## src/core/wdrt_pkg.sv

```systemverilog
// Purpose : shared constants and carrier types for the watchdog reset timer
// Assumes : single 50 MHz core clock
// Notes   : no software-reachable registers; control arrives as plain ports

package wdrt_pkg;

    // ----------------------------------------------------------------
    // counter geometry
    // ----------------------------------------------------------------
    localparam int unsigned WDRT_CNT_W   = 16;
    localparam int unsigned WDRT_BYTE_W  = 8;
    localparam int unsigned WDRT_HI_LSB  = 8;

    // ----------------------------------------------------------------
    // prescaler
    // ----------------------------------------------------------------
    localparam int unsigned WDRT_DIV_SLOW  = 128;
    localparam int unsigned WDRT_DIV_FAST  = 2;
    localparam int unsigned WDRT_PRE_W     = 7;
    localparam logic [6:0]  WDRT_PRE_FAST_MAX = 7'h01;
    localparam logic [6:0]  WDRT_PRE_SLOW_MAX = 7'h7f;

    // ----------------------------------------------------------------
    // reset values
    // ----------------------------------------------------------------
    localparam logic [15:0] WDRT_CNT_RST    = 16'h0000;
    localparam logic [7:0]  WDRT_RELOAD_RST = 8'h00;
    localparam logic        WDRT_PRE_RST    = 1'b0;

    // ----------------------------------------------------------------
    // reset pulse length on overflow
    // ----------------------------------------------------------------
    localparam int unsigned WDRT_RST_PULSE_NS = 100;
    localparam int unsigned WDRT_CLK_PERIOD_NS = 20;
    localparam int unsigned WDRT_RST_PULSE_CYC =
        (WDRT_RST_PULSE_NS + WDRT_CLK_PERIOD_NS - 1) / WDRT_CLK_PERIOD_NS;
    localparam int unsigned WDRT_RST_CNT_W = 4;

    // ----------------------------------------------------------------
    // carriers
    // ----------------------------------------------------------------
    typedef struct packed {
        logic       service;
        logic       disable_req;
        logic       end_of_init_instruction;
        logic       prescale_slow;
        logic       reload_we;
        logic [7:0] reload_value_field;
    } wdrt_ctrl_t;

    typedef struct packed {
        logic        running;
        logic        init_done;
        logic        overflow;
        logic [15:0] count;
    } wdrt_stat_t;

    typedef enum logic [1:0] {
        WDRT_ST_INIT,
        WDRT_ST_RUN,
        WDRT_ST_OFF,
        WDRT_ST_RESET
    } wdrt_state_t;

endpackage

```

## src/core/wdrt_prescaler.sv

```systemverilog
// Purpose : tick generator dividing the core clock by 2 or 128
// Assumes : clear restarts the division phase
// Notes   : tick is one cycle wide

`timescale 1ns/100ps
`default_nettype none

module wdrt_prescaler
    import wdrt_pkg::*;
(
    // clock and reset
    input  wire logic core_clk_i,
    input  wire logic rst_n_i,
    input  wire logic clk_en_i,
    // control
    input  wire logic run_i,
    input  wire logic clear_i,
    input  wire logic slow_i,
    // tick
    output var  logic tick_o
);
    logic [WDRT_PRE_W-1:0] pre_r;
    logic [WDRT_PRE_W-1:0] pre_nxt;
    logic                  tick_r;
    logic                  tick_nxt;
    logic [WDRT_PRE_W-1:0] pre_max;

    always_comb
    begin
        pre_max  = slow_i ? WDRT_PRE_SLOW_MAX : WDRT_PRE_FAST_MAX;
        pre_nxt  = pre_r;
        tick_nxt = 1'b0;
        if (clear_i || !run_i)
        begin
            pre_nxt = '0;
        end
        else if (pre_r >= pre_max)
        begin
            pre_nxt  = '0;
            tick_nxt = 1'b1;
        end
        else
        begin
            pre_nxt = pre_r + 7'h01;
        end
    end

    always_ff @(posedge core_clk_i)
    begin
        if (!rst_n_i)
        begin
            pre_r  <= '0;
            tick_r <= 1'b0;
        end
        else if (clk_en_i)
        begin
            pre_r  <= pre_nxt;
            tick_r <= tick_nxt;
        end
    end

    assign tick_o = tick_r;

endmodule

`default_nettype wire

```

## src/core/wdrt_top.sv

```systemverilog
// Purpose : watchdog reset timer supervising start-up and running software
// Assumes : control strobes are one-cycle pulses synchronous to core_clk_i
// Notes   : overflow raises an internal reset pulse and pulls the reset pin low

`timescale 1ns/100ps
`default_nettype none

// Operation
// - any reset leaves the watchdog armed and counting without software action
// - disable honoured only before end-of-init; afterwards ignored until reset
// - counter overflow issues an internal hardware reset pulse
// - overflow also drives the reset output pin low
// - 16-bit up-counter; carry out of bit 15 is the overflow
// - counter advances at clock divided by 2 or 128, software selected
// - each service loads the upper byte from the reload value
// - prescaler and reload together span short to long supervised intervals
// - reset defaults give the full-count default interval
module wdrt_top
    import wdrt_pkg::*;
#(
    parameter int unsigned RST_PULSE_CYC = WDRT_RST_PULSE_CYC
)
(
    // clock and reset
    input  wire logic                core_clk_i,
    input  wire logic                rst_n_i,
    input  wire logic                clk_en_i,
    // software control
    input  wire wdrt_pkg::wdrt_ctrl_t ctrl_i,
    // reset outputs
    output var  logic                chip_reset_o,
    output var  logic                reset_output_pin_n_o,
    // status
    output var  wdrt_pkg::wdrt_stat_t stat_o
);
    // ----------------------------------------------------------------
    // state
    // ----------------------------------------------------------------
    wdrt_state_t               state_r;
    wdrt_state_t               state_nxt;
    logic [WDRT_CNT_W-1:0]     cnt_r;
    logic [WDRT_CNT_W-1:0]     cnt_nxt;
    logic [WDRT_BYTE_W-1:0]    reload_r;
    logic [WDRT_BYTE_W-1:0]    reload_nxt;
    logic                      slow_r;
    logic                      slow_nxt;
    logic [WDRT_RST_CNT_W-1:0] pulse_r;
    logic [WDRT_RST_CNT_W-1:0] pulse_nxt;
    logic                      chip_rst_r;
    logic                      chip_rst_nxt;
    logic                      pin_n_r;
    logic                      pin_n_nxt;
    wdrt_stat_t                stat_r;
    wdrt_stat_t                stat_nxt;
    logic                      tick;
    logic                      running;
    logic [WDRT_CNT_W:0]       cnt_inc;
    logic                      rearm;

    assign running = (state_r == WDRT_ST_INIT) || (state_r == WDRT_ST_RUN);
    // last cycle of the overflow pulse: block restarts as if freshly reset
    assign rearm   = (state_r == WDRT_ST_RESET) && (pulse_r <= WDRT_RST_CNT_W'(1));

    // ----------------------------------------------------------------
    // prescaler
    // ----------------------------------------------------------------
    wdrt_prescaler u_pre (
        .core_clk_i (core_clk_i),
        .rst_n_i    (rst_n_i),
        .clk_en_i   (clk_en_i),
        .run_i      (running),
        .clear_i    (ctrl_i.service),
        .slow_i     (slow_r),
        .tick_o     (tick)
    );

    // ----------------------------------------------------------------
    // next-state logic
    // ----------------------------------------------------------------
    always_comb
    begin
        state_nxt    = state_r;
        cnt_nxt      = cnt_r;
        pulse_nxt    = pulse_r;
        chip_rst_nxt = 1'b0;
        pin_n_nxt    = 1'b1;
        cnt_inc      = {1'b0, cnt_r} + 17'h0_0001;

        unique case (state_r)
            WDRT_ST_INIT,
            WDRT_ST_RUN:
            begin
                if (state_r == WDRT_ST_INIT && ctrl_i.disable_req)
                begin
                    state_nxt = WDRT_ST_OFF;
                end
                else if (ctrl_i.service)
                begin
                    cnt_nxt = {reload_r, {WDRT_BYTE_W{1'b0}}};
                end
                else if (tick)
                begin
                    cnt_nxt = cnt_inc[WDRT_CNT_W-1:0];
                    if (cnt_inc[WDRT_CNT_W])
                    begin
                        state_nxt    = WDRT_ST_RESET;
                        pulse_nxt    = WDRT_RST_CNT_W'(RST_PULSE_CYC);
                        chip_rst_nxt = 1'b1;
                        pin_n_nxt    = 1'b0;
                    end
                end
                // end-of-init locks out any later disable
                if (state_r == WDRT_ST_INIT && ctrl_i.end_of_init_instruction
                    && !ctrl_i.disable_req)
                begin
                    state_nxt = (state_nxt == WDRT_ST_RESET) ? WDRT_ST_RESET : WDRT_ST_RUN;
                end
            end
            WDRT_ST_OFF:
            begin
                // stopped watchdog still sees end-of-init; nothing to do
                cnt_nxt = cnt_r;
            end
            WDRT_ST_RESET:
            begin
                // hold both reset outputs for the pulse length
                chip_rst_nxt = 1'b1;
                pin_n_nxt    = 1'b0;
                if (pulse_r <= WDRT_RST_CNT_W'(1))
                begin
                    // internal reset re-arms with defaults
                    state_nxt    = WDRT_ST_INIT;
                    cnt_nxt      = WDRT_CNT_RST;
                    pulse_nxt    = '0;
                    chip_rst_nxt = 1'b0;
                    pin_n_nxt    = 1'b1;
                end
                else
                begin
                    pulse_nxt = pulse_r - WDRT_RST_CNT_W'(1);
                end
            end
        endcase
    end

    // ----------------------------------------------------------------
    // settings: reload value and prescaler choice
    // ----------------------------------------------------------------
    // loadable in any cycle but the re-arm one, where the reset defaults restored after an overflow win
    always_comb
    begin
        reload_nxt = reload_r;
        slow_nxt   = slow_r;
        if (rearm)
        begin
            reload_nxt = WDRT_RELOAD_RST;
            slow_nxt   = WDRT_PRE_RST;
        end
        else if (ctrl_i.reload_we)
        begin
            reload_nxt = ctrl_i.reload_value_field;
            slow_nxt   = ctrl_i.prescale_slow;
        end
    end

    // ----------------------------------------------------------------
    // status mirror
    // ----------------------------------------------------------------
    // built from next values so stat_o lines up with the state flops
    always_comb
    begin
        stat_nxt.running   = (state_nxt == WDRT_ST_INIT) || (state_nxt == WDRT_ST_RUN);
        stat_nxt.init_done = (state_nxt == WDRT_ST_RUN);
        stat_nxt.overflow  = (state_nxt == WDRT_ST_RESET);
        stat_nxt.count     = cnt_nxt;
    end

    // ----------------------------------------------------------------
    // registers
    // ----------------------------------------------------------------
    // reset defaults: armed, full 16-bit span at divide-by-2
    always_ff @(posedge core_clk_i)
    begin
        if (!rst_n_i)
        begin
            state_r    <= WDRT_ST_INIT;
            cnt_r      <= WDRT_CNT_RST;
            pulse_r    <= '0;
            chip_rst_r <= 1'b0;
            pin_n_r    <= 1'b1;
        end
        else if (clk_en_i)
        begin
            state_r    <= state_nxt;
            cnt_r      <= cnt_nxt;
            pulse_r    <= pulse_nxt;
            chip_rst_r <= chip_rst_nxt;
            pin_n_r    <= pin_n_nxt;
        end
    end

    always_ff @(posedge core_clk_i)
    begin
        if (!rst_n_i)
        begin
            reload_r <= WDRT_RELOAD_RST;
            slow_r   <= WDRT_PRE_RST;
        end
        else if (clk_en_i)
        begin
            reload_r <= reload_nxt;
            slow_r   <= slow_nxt;
        end
    end

    always_ff @(posedge core_clk_i)
    begin
        if (!rst_n_i)
        begin
            stat_r <= '{running: 1'b1, init_done: 1'b0, overflow: 1'b0, count: WDRT_CNT_RST};
        end
        else if (clk_en_i)
        begin
            stat_r <= stat_nxt;
        end
    end

    assign chip_reset_o         = chip_rst_r;
    assign reset_output_pin_n_o = pin_n_r;
    assign stat_o               = stat_r;

endmodule

`default_nettype wire

```

## config.mk

```make
export PLATFORM = sky130hd
export DESIGN_NAME = wdrt_top
export DESIGN_NICKNAME = d
export VERILOG_FILES = /design/src/core/wdrt_pkg.sv /design/src/core/wdrt_prescaler.sv /design/src/core/wdrt_top.sv
export SDC_FILE = /design/constraint.sdc
export NUM_CORES = 1
export LEC_CHECK = 0
export BUFFER_PORTS_ARGS = -buffer_cell sky130_fd_sc_hd__clkbuf_2
export CORE_ASPECT_RATIO = 1.25
export CORE_MARGIN = 2
export CORE_UTILIZATION = 55
export CTS_CLUSTER_DIAMETER = 50
export CTS_CLUSTER_SIZE = 12
export DETAILED_ROUTE_END_ITERATION = 8
export PLACE_DENSITY = 0.78
export SLEW_MARGIN = 30
export SYNTH_ARGS = -nofsm -noshare
export SYNTH_HDL_FRONTEND = slang
export SYNTH_SLANG_ARGS = --single-unit
```

## constraint.sdc

```tcl
create_clock -name core_clk_i -period 6.3 [get_ports core_clk_i]
set_clock_uncertainty 0.2 [all_clocks]
set_input_delay 0.63 -clock core_clk_i [delete_from_list [all_inputs] [get_ports core_clk_i]]
set_output_delay 0.63 -clock core_clk_i [all_outputs]
set_load 0.05 [all_outputs]
```

==> results of run 1 <==
==> how the worst max path moves through the flow <==
| stage | end | slack (ns) | cells past startpoint |
|---|---|---|---|
| after CTS | stat_o[9] | 3.85 | 5 |
| after global routing | stat_o[11] | 3.50 | 5 |
| after global placement | stat_o[11] | 3.57 | 5 |
| after floorplan | pulse_r[3] | 3.90 | 6 |
| final | stat_o[14] | 3.84 | 5 |
| after detailed placement | stat_o[14] | 3.53 | 5 |
==> power by group through the flow <==
stage          combinational [mW]  sequential (mW)  clock, mW
2_1_floorplan              0.0365            0.299          0
3_3_place_gp               0.0533            0.296          0
3_5_place_dp               0.0540            0.297          0
4_1_cts                    0.0543            0.290      0.191
5_1_grt                    0.0608            0.291      0.201
6_report                   0.0543            0.290      0.186
==> worst register-to-register path: cells and delay by family, from the launching register on <==
| family | cells | cell delay (ns) |
|---|---|---|
| AND/OR/NAND/NOR | 4 | 1.07 |
| flip-flops | 1 | 0.42 |
| AO/OA/AOI/OAI | 1 | 0.30 |
| adder cells (fa/ha/maj) | 1 | 0.23 |
==> registers in the layout, indices dropped and copies added, names as in the netlist <==
name / count
state_r: 2
u_pre.tick_o: 1
pulse_r: 4
chip_reset_o: 1
stat_o: 19
reload_r: 8
u_pre.pre_r: 7
slow_r: 1
reset_output_pin_n_o: 1
==> metrics by stage <==
| step | total power [mW] | hold WS [ns] |
|---|---|---|
| final | 0.531 | 0.299 |
| after global routing | 0.553 | 0.321 |
| after CTS | 0.535 | 0.300 |
| after detailed placement | 0.351 | 0.289 |
| after global placement | 0.350 | 0.271 |
| after floorplan | 0.336 | 0.251 |
==> placed cells by master (no fill, tap or decap), types with 4 or more instances in the layout <==
| cell | count |
|---|---|
| nor3_1 | 8 |
| nor2_1 | 40 |
| clkbuf_8 | 6 |
| a22oi_1 | 9 |
| o22ai_1 | 4 |
| and3_1 | 5 |
| nand4_1 | 7 |
| clkbuf_2 | 36 |
| xnor2_1 | 4 |
| dfxtp_1 | 44 |
| o21a_1 | 4 |
| o21ai_0 | 21 |
| nand3_1 | 8 |
| nand2b_1 | 5 |
| nand2_1 | 20 |
| ha_1 | 10 |
| a21oi_1 | 20 |
| nor2b_1 | 6 |
| a32oi_1 | 5 |
| inv_1 | 7 |
==> layout make-up <==
type                       instances  area, µm²
clock buffer                       7       86.3
clock inverter                     1       7.51
fill                             386       1470
inverter                           8       30.0
multi-input combinational        221       1380
sequential                        44        881
tap                               56       70.1
timing repair buffer              36        180
==> cells by family after synthesis <==
group                      count (synthesis)  share of synthesized area
buffers and inverters                     19                     0.0322
xor gates and xnor gates                   7                     0.0263
muxes                                      2                    0.00858
AOI/OAI and AO/OA                         77                      0.205
and+or+nand+nor                          125                      0.297
DFF                                       44                      0.377
adders and majority gates                 10                     0.0536
==> layer usage <==
layer	global-route usage	up-vias
met5	0	-
met4	0.0889	0
met3	0.0513	9
met2	0.408	55
met1	0.274	982
li1	-	1096
==> results.txt, run 1 <==
status - complete, no violations
Logic pwr share - 0.102
cell family contributing the most delay on the critical path - buffers and inverters
number of diodes - 0
Crit path buffers/inverters - 2
first-pass GRT wire length - 8.98 mm
dpl hpwl - 3.84 mm
Clk pwr share - 0.351
total core area - 4100 µm²
Setup CP Type - in2reg
fin area - 2630 µm²
most instantiated cells after synthesis - 44 x dfxtp_1, 40 x nor2_1, 21 x o21ai_0
WP data arrival - 2.51 ns
worst reg2reg setup slack - 4.02 ns
nets - 342
max incr delay on CP - 0.72 ns
CP Cell Sequence - clkbuf_2 > clkinv_1 > nor3_1 > o21ai_0 > nand2_1
Total Routed Length - 5.22 mm
Synthesis Warnings - 0
Tmin final - 2.46 ns
Max FO, Critical Path - 26
highest clock rate - 407 MHz
met3 wire len - 229 µm
Detail Route Antenna Nets - 0
Switching Share - 0.262
Vias - 2,142
GR Util All Layers - 0.232
Pre-antenna DRT Iters - 4
post-synth cell types - 50
post-synthesis async set-or-reset flop share - 0
layout cell share with drive strength beyond 1 - 0.177
CTS tree - built
H-tree levels - 2
Synth Area per Inst - 8.22 µm²
RR Startpoint - stat_o[0]
Critical Path End Type - flip-flop
clock slew at reported path FFs - 0.09 ns
sequential fraction of the synthesis area - 0.377
HP Class - reg2reg
final cycle utilization of the critical path - 0.390
power density over the cells - 202 nW/µm²
Std-Cell Rows - 26
synthesized net count - 310
Setup crit start kind - primary input
hold violation count in the final report - 0
R2R cell count - 6
vias in the first global route - 2,040
NetSw - 139 µW
hold_buf cts - 0
crit path from - rst_n_i
routed wire length per instance - 14.0 µm
P_leak - 1.06 nW
Max-slew headroom - 0.523
die area - 4780 µm²
most frequent cell after synthesis - dfxtp_1
post-cts sizing count - 0
Final Wtd Congestion - 0.821
Ports - 37
initial drt markers - 147
clock sink total - 44
GRT overflow - 0
Vias/cell - 5.74
fin cells - 373
end of the worst hold path - pulse_r[1]
final core occ - 0.642
largest net degree at the start of global routing - 27
clock root buffer - clkbuf_8
DRC viols - 0
largest cells by area after synthesis - dfxtp_1 38%, nor2_1 6.4%, ha_1 5.4%
Yosys top cell area share - 0.377
Critical-path top delay cell - nor3_1
Worst Max-Slew Pin Slew - 0.711 ns
RR Endpoint - stat_o[17]
Final Slew Violations - 0
Max VDD drop - 0.000181 V
setup bufs post-CTS - 0
Num CTS Buffers - 5
clock latency on the worst-skew pair - 0.30 ns
internal power - 391 µW
Cells after Synth - 284
die extent in x - 62.3 µm
antenna violations before repair - 0
Highest Signal Layer - met4
EDFF count, synth - 0
mapped cell area - 2330 µm²
Placed Area - 2540 µm²
M1 wire length - 2.25 mm
sequential cell fraction of total power - 0.547
hold path start - pulse_r[1]
IO buf count - 36
main flop type after synthesis - dfxtp_1
Max-cap violations - 0
final setup fails - 0
hold depth - 2
Initial Util - 0.569
DIE HEIGHT - 76.8 µm
Max clock buf depth - 2
Critical Path RT - 6.35 ns
fin worst setup slack - 3.84 ns
setup tns final - 0 ns
dpl cells - 365
Setup WS pre-CTS - 3.53 ns
met2 routed wirelength - 2.65 mm
Seq cells post-synth - 44
Yosys top cell by area - dfxtp_1
unrepaired setup endpoints after global routing - no
Area growth syn-to-layout - 12.8%
(Power assumes the default switching activity.)
==> run 2, diff against run 1 <==
==> constraint.sdc (replaced) <==
create_clock -name core_clk_i -period 2.35 [get_ports core_clk_i]
set_clock_uncertainty 0.2 [all_clocks]
set_input_delay 0.235 -clock core_clk_i [delete_from_list [all_inputs] [get_ports core_clk_i]]
set_output_delay 0.235 -clock core_clk_i [all_outputs]
set_load 0.05 [all_outputs]
==> results.txt, run 2 (synthesis results as in run 1) <==
Max-slew headroom - 0.549 (+0.0261)
Detail Route Antenna Nets - 0 (unchanged)
dpl cells - 375 (+2.7%)
Overall Power - 1.53 mW (+190%)
largest net degree at the start of global routing - 17 (-37%)
Critical-path top delay cell - dfxtp_2
GR Util All Layers - 0.243 (+0.0114)
HP Class - in2reg
Max clock buf depth - 2 (unchanged)
Logic pwr share - 0.113 (+0.011)
register area - 883 µm² (+0.28%)
clock slew at reported path FFs - 0.08 ns (about the same)
Worst Max-Slew Pin Slew - 0.672 ns (-0.0398 ns)
Placed Area - 2620 µm² (+3.1%)
max FFs per register - 19 (unchanged)
Initial Util - 0.569 (unchanged)
setup bufs post-CTS - 0 (unchanged)
number of diodes - 0 (unchanged)
layout cell share with drive strength beyond 1 - 0.205 (+0.0287)
CP Cell Sequence - ha_1 > nand4_1 > or2_1 > nor4_4 > nor2_1 > o221a_2
Max FO, Critical Path - 5 (-81%)
Final Slew Violations - 0 (unchanged)
Final Wtd Congestion - 0.860 (+4.9%)
H-tree levels - 2 (unchanged)
Total Routed Length - 5.46 mm (+4.6%)
Pre-antenna DRT Iters - 4 (unchanged)
max incr delay on CP - 0.38 ns (-0.34 ns)
vias in the first global route - 2,128 (+4.3%)
status - complete, no violations
antenna violations before repair - 0 (unchanged)
IO buf count - 36 (unchanged)
P_leak - 1.15 nW (+9.1%)
Setup CP Type - reg2reg
final setup fails - 0 (unchanged)
Setup crit start kind - flip-flop
clock sink total - 44 (unchanged)
Multi-input gate area - 1380 µm² (unchanged)
Clk pwr share - 0.379 (+0.028)
Tmin final - 2.13 ns
Filler Cell Count - 367 (-4.9%)
dpl hpwl - 3.99 mm (+3.9%)
highest clock rate - 470 MHz
unrepaired setup endpoints after global routing - no
Max-cap violations - 0 (unchanged)
Std-Cell Rows - 26 (unchanged)
hold_buf cts - 9 (+9)
clock latency on the worst-skew pair - 0.30 ns (about the same)
final core occ - 0.687 (+0.0452)
DRC viols - 0 (unchanged)
most frequent cells in the layout - 42 x dfxtp_1, 40 x nor2_1, 36 x clkbuf_2
Vias/cell - 5.72 (-0.36%)
nets - 361 (+5.6%)
sequential cell fraction of total power - 0.508 (-0.039)
fin area - 2820 µm² (+7.0%)
clock root buffer - clkbuf_8
internal power - 1.15 mW (+190%)
Setup WS pre-CTS - 0.249 ns (-3.28 ns)
commonest non-fill, non-tap cell in the layout - dfxtp_1
die area - 4780 µm² (unchanged)
Switching Share - 0.252 (-0.0109)
setup tns final - 0 ns (unchanged)
first-pass GRT wire length - 9.52 mm (+5.9%)
routed wire length per instance - 13.9 µm (-0.51%)
Critical Path End Type - flip-flop
WP data arrival - 2.12 ns (-0.39 ns)
Max VDD drop - 0.000314 V (+73%)
total core area - 4100 µm² (unchanged)
die extent in x - 62.3 µm (unchanged)
GRT overflow - 0 (unchanged)
NetSw - 385 µW (+180%)
final cycle utilization of the critical path - 0.905
power density over the cells - 543 nW/µm² (+170%)
Vias - 2,243 (+4.7%)
DIE HEIGHT - 76.8 µm (unchanged)
fin worst setup slack - 0.223 ns (-3.62 ns)
hold violation count in the final report - 0 (unchanged)
fin cells - 392 (+5.1%)
Num CTS Buffers - 5 (unchanged)
initial drt markers - 103 (-30%)
post-cts sizing count - 0 (unchanged)
Critical Path RT - 2.35 ns (-4.00 ns)
Area growth syn-to-layout - 20.8%
Ports - 37 (unchanged)
CTS tree - built
Final Hold Slack - 0.0526 ns (-0.247 ns)
run 2: changes by cell type in the layout (fill, tap and decap cells not counted), sizes merged:
cell	previous run	this run
clkbuf	43	41
clkinv	1	2
bufinv	0	1
buf	0	10
dlygate4sd3	0	9
run 2: area by class of cell:
| type | count | share of cell area |
|---|---|---|
| Sequential cell | 44 | 0.313 |
| Timing Repair Buffer | 55 | 0.123 |
| Clock inverter | 3 | 0.0151 |
| Tap cell | 56 | 0.0249 |
| Multi-Input combinational cell | 221 | 0.489 |
| Inverter | 8 | 0.0107 |
| Clock buffer | 5 | 0.0244 |
run 2: power groups by stage:
| stage | Sequential (mW) | Clock (mW) | Combinational, mW |
|---|---|---|---|
| 4_1_cts | 0.777 | 0.589 | 0.172 |
| 2_1_floorplan | 0.803 | 0 | 0.0978 |
| 5_1_grt | 0.781 | 0.621 | 0.192 |
| 3_5_place_dp | 0.795 | 0 | 0.159 |
| 6_report | 0.778 | 0.580 | 0.173 |
| 3_3_place_gp | 0.794 | 0 | 0.157 |
run 2: per-layer routing:
layer,share of wire,wire length [µm],GRT usage
met1,0.43,2330,0.289
met4,0.015,82,0.0778
met2,0.52,2850,0.436
met3,0.035,192,0.0499
met5,0,0,0
run 2: worst paths after layout:
check | start | end | slack (ns) | cells after the start
worst max-delay path | stat_o[0] | pulse_r[3] | 0.22 | 6
worst min-delay path | clk_en_i | u_pre.tick_o | 0.05 | 2
worst min register to register | pulse_r[1] | pulse_r[1] | 0.29 | 2
worst max register to register | stat_o[0] | pulse_r[3] | 0.22 | 6
run 2: worst max-delay path, delay by kind of cell, from the launching register on:
family	cells	cell delay, ns
simple gates	4	0.98
flops	1	0.38
compound gates	1	0.23
fa+ha+maj	1	0.22
==> run 3, diff against run 2 <==
--- a/config.mk
+++ b/config.mk
@@ -5,6 +5,7 @@
 export SDC_FILE = /design/constraint.sdc
 export NUM_CORES = 1
 export LEC_CHECK = 0
+export ABC_AREA = 1
 export BUFFER_PORTS_ARGS = -buffer_cell sky130_fd_sc_hd__clkbuf_2
 export CORE_ASPECT_RATIO = 1.25
 export CORE_MARGIN = 2
@@ -12,7 +13,7 @@
 export CTS_CLUSTER_DIAMETER = 50
 export CTS_CLUSTER_SIZE = 12
 export DETAILED_ROUTE_END_ITERATION = 8
-export PLACE_DENSITY = 0.78
+export PLACE_DENSITY = 0.77
 export SLEW_MARGIN = 30
 export SYNTH_ARGS = -nofsm -noshare
 export SYNTH_HDL_FRONTEND = slang
==> constraint.sdc (replaced) <==
create_clock -name core_clk_i -period 2.3 [get_ports core_clk_i]
set_clock_uncertainty 0.2 [all_clocks]
set_input_delay 0.23 -clock core_clk_i [delete_from_list [all_inputs] [get_ports core_clk_i]]
set_output_delay 0.23 -clock core_clk_i [all_outputs]
set_load 0.05 [all_outputs]
==> results.txt, run 3 <==
status - complete, no violations
die extent in x - 64.9 µm (+4.3%)
Critical-path top delay cell - dfxtp_1
Synthesis Warnings - 0 (unchanged)
Yosys top cell area share - 0.345 (-0.0326)
initial drt markers - 131 (+27%)
Vias - 2,556 (+14%)
number of diodes - 0 (unchanged)
DRC viols - 0 (unchanged)
fin area - 2990 µm² (+6.0%)
NetSw - 446 µW (+16%)
Synth Area per Inst - 6.83 µm² (-17%)
Worst Max-Slew Pin Slew - 0.440 ns (-0.232 ns)
dpl hpwl - 4.42 mm (+11%)
CTS tree - built
nets - 446 (+24%)
Seq cells post-synth - 44 (unchanged)
DIE HEIGHT - 80.2 µm (+4.4%)
Final Slew Violations - 0 (unchanged)
main flop type after synthesis - dfxtp_1
most frequent cells in the layout - 94 x nand2_1, 44 x dfxtp_1, 43 x nand3_1
Crit path buffers/inverters - 4 (+4)
commonest non-fill, non-tap cell in the layout - nand2_1
vias in the first global route - 2,347 (+10%)
first-pass GRT wire length - 10.3 mm (+8.6%)
highest clock rate - 503 MHz (+7.0%)
Setup CP Type - reg2reg
sequential fraction of the synthesis area - 0.345 (-0.0326)
clock latency on the worst-skew pair - 0.30 ns (about the same)
Cells after Synth - 374 (+32%)
WP data arrival - 1.97 ns (-0.15 ns)
unrepaired setup endpoints after global routing - no
Max VDD drop - 0.000379 V (+20%)
Initial Util - 0.577 (+0.00775)
Placed Area - 2790 µm² (+6.5%)
cell family contributing the most delay on the critical path - buffers and inverters
GRT overflow - 0 (unchanged)
post-cts sizing count - 0 (unchanged)
mapped cell area - 2550 µm² (+9.4%)
Tmin final - 1.99 ns (-0.139 ns)
synthesized net count - 400 (+29%)
Num CTS Buffers - 5 (unchanged)
clock sink total - 44 (unchanged)
Area growth syn-to-layout - 17.0%
most frequent cell after synthesis - nand2_1
Std-Cell Rows - 27 (+3.8%)
hold violation count in the final report - 0 (unchanged)
Max FO, Critical Path - 10 (+5)
power density over the cells - 543 nW/µm² (about the same)
H-tree levels - 2 (unchanged)
Max clock buf depth - 2 (unchanged)
Switching Share - 0.275 (+0.0230)
Max-slew headroom - 0.705 (+0.156)
sequential cell fraction of total power - 0.496 (-0.012)
P_leak - 1.25 nW (+8.3%)
die area - 5210 µm² (+8.9%)
Critical Path RT - 2.29 ns (-0.06 ns)
setup tns final - 0 ns (unchanged)
EDFF count, synth - 0 (unchanged)
Clk pwr share - 0.367 (-0.012)
HP Class - in2reg
Pre-antenna DRT Iters - 4 (unchanged)
routed wire length per instance - 12.5 µm (-9.9%)
internal power - 1.18 mW (+2.8%)
clock root buffer - clkbuf_8
Detail Route Antenna Nets - 0 (unchanged)
post-synthesis async set-or-reset flop share - 0 (unchanged)
most instantiated cells after synthesis - 94 x nand2_1, 44 x dfxtp_1, 43 x nand3_1
final setup fails - 0 (unchanged)
Ports - 37 (unchanged)
largest cells by area after synthesis - dfxtp_1 34%, nand2_1 14%, nand3_1 8.4%
max incr delay on CP - 0.34 ns (-0.04 ns)
total core area - 4430 µm² (+8.0%)
Final Wtd Congestion - 0.875 (+1.7%)
final core occ - 0.675 (-0.0123)
GR Util All Layers - 0.250 (+0.00677)
max FFs per register - 19 (unchanged)
Logic pwr share - 0.137 (+0.024)
post-synth cell types - 36 (-28%)
final cycle utilization of the critical path - 0.864 (-0.0406)
Vias/cell - 5.34 (-6.7%)
Overall Power - 1.62 mW (+6.0%)
IO buf count - 36 (unchanged)
Yosys top cell by area - dfxtp_1
Total Routed Length - 6.01 mm (+10%)
largest net degree at the start of global routing - 24 (+7)
Max-cap violations - 0 (unchanged)
layout cell share with drive strength beyond 1 - 0.185 (-0.0201)
antenna violations before repair - 0 (unchanged)
clock slew at reported path FFs - 0.09 ns (about the same)
Setup crit start kind - flip-flop
CP Cell Sequence - inv_1 > ha_1 > inv_1 > nand2_1 > nand2_1 > inv_1 > nand2_4 > a21oi_4 > inv_2 > nand2_1 > a21oi_1
Critical Path End Type - flip-flop
-- run 3: cells by family (layout without fill, tap and decap cells) --
| kind of cell | Yosys count | in the layout | share of synthesized area |
|---|---|---|---|
| AND/OR/NAND/NOR | 217 | 217 | 0.390 |
| flip-flops | 44 | 44 | 0.345 |
| AO/OA/AOI/OAI | 51 | 51 | 0.124 |
| buffers and inverters | 48 | 95 | 0.0774 |
| adder cells (fa/ha/maj) | 10 | 10 | 0.0490 |
| XOR/XNOR | 4 | 4 | 0.0137 |
-- run 3: timing repair --
item,CTS,global route
hold endpoints to repair,9,0
hold buffers,9,0
buffers inserted,0,0
-- run 3: worst reg2reg max path: cells and delay by family, from the launching register on --
| kind | cells | cell delay (ns) |
|---|---|---|
| compound gates | 2 | 0.33 |
| fa+ha+maj | 1 | 0.19 |
| simple gates | 4 | 0.39 |
| buf+inv | 4 | 0.42 |
| flops | 1 | 0.34 |
-- run 3: power by group through the flow --
stage                     Combinational [mW]  Sequential [mW]  Clock, mW
after floorplan                        0.128            0.848          0
after global placement                 0.204            0.821          0
after detailed placement               0.207            0.822          0
after CTS                              0.221            0.804      0.597
after global routing                   0.247            0.808      0.632
final                                  0.222            0.805      0.596
-- run 3: path summary, 6_finish.rpt --
kind              slack (ns)           to  cells past startpoint       start
setup reg to reg        0.31  reload_r[4]                     11  pulse_r[0]
setup / recovery        0.31  reload_r[4]                     11  pulse_r[0]
hold / removal          0.08   stat_o[18]                      2     rst_n_i
hold reg to reg         0.26   pulse_r[1]                      2  pulse_r[1]
-- run 3: area by class of cell --
cell class / instances / area, µm²
inverter: 40 / 163
tap: 58 / 72.6
fill: 417 / 1440
clock inverter: 3 / 42.5
clock buffer: 5 / 68.8
sequential: 44 / 881
timing repair buffer: 47 / 285
multi-input combinational: 282 / 1480
-- run 3: metal layers --
layer  routed length (µm)  track usage  share of wire
met3                  274       0.0392          0.046
met1                 2690        0.310           0.45
met2                 2980        0.446           0.50
met4                   61       0.0617          0.010
met5                    0            0              0
-- run 3: metrics by stage --
stage                     hold WS (ns)  worst slack [ns]  cells
final                           0.0839             0.312    479
after detailed placement         0.253             0.319    462
after floorplan                  0.190             0.244    374
after global routing            0.0935            0.0937    479
after CTS                       0.0841             0.305    479
after global placement           0.248             0.371    462
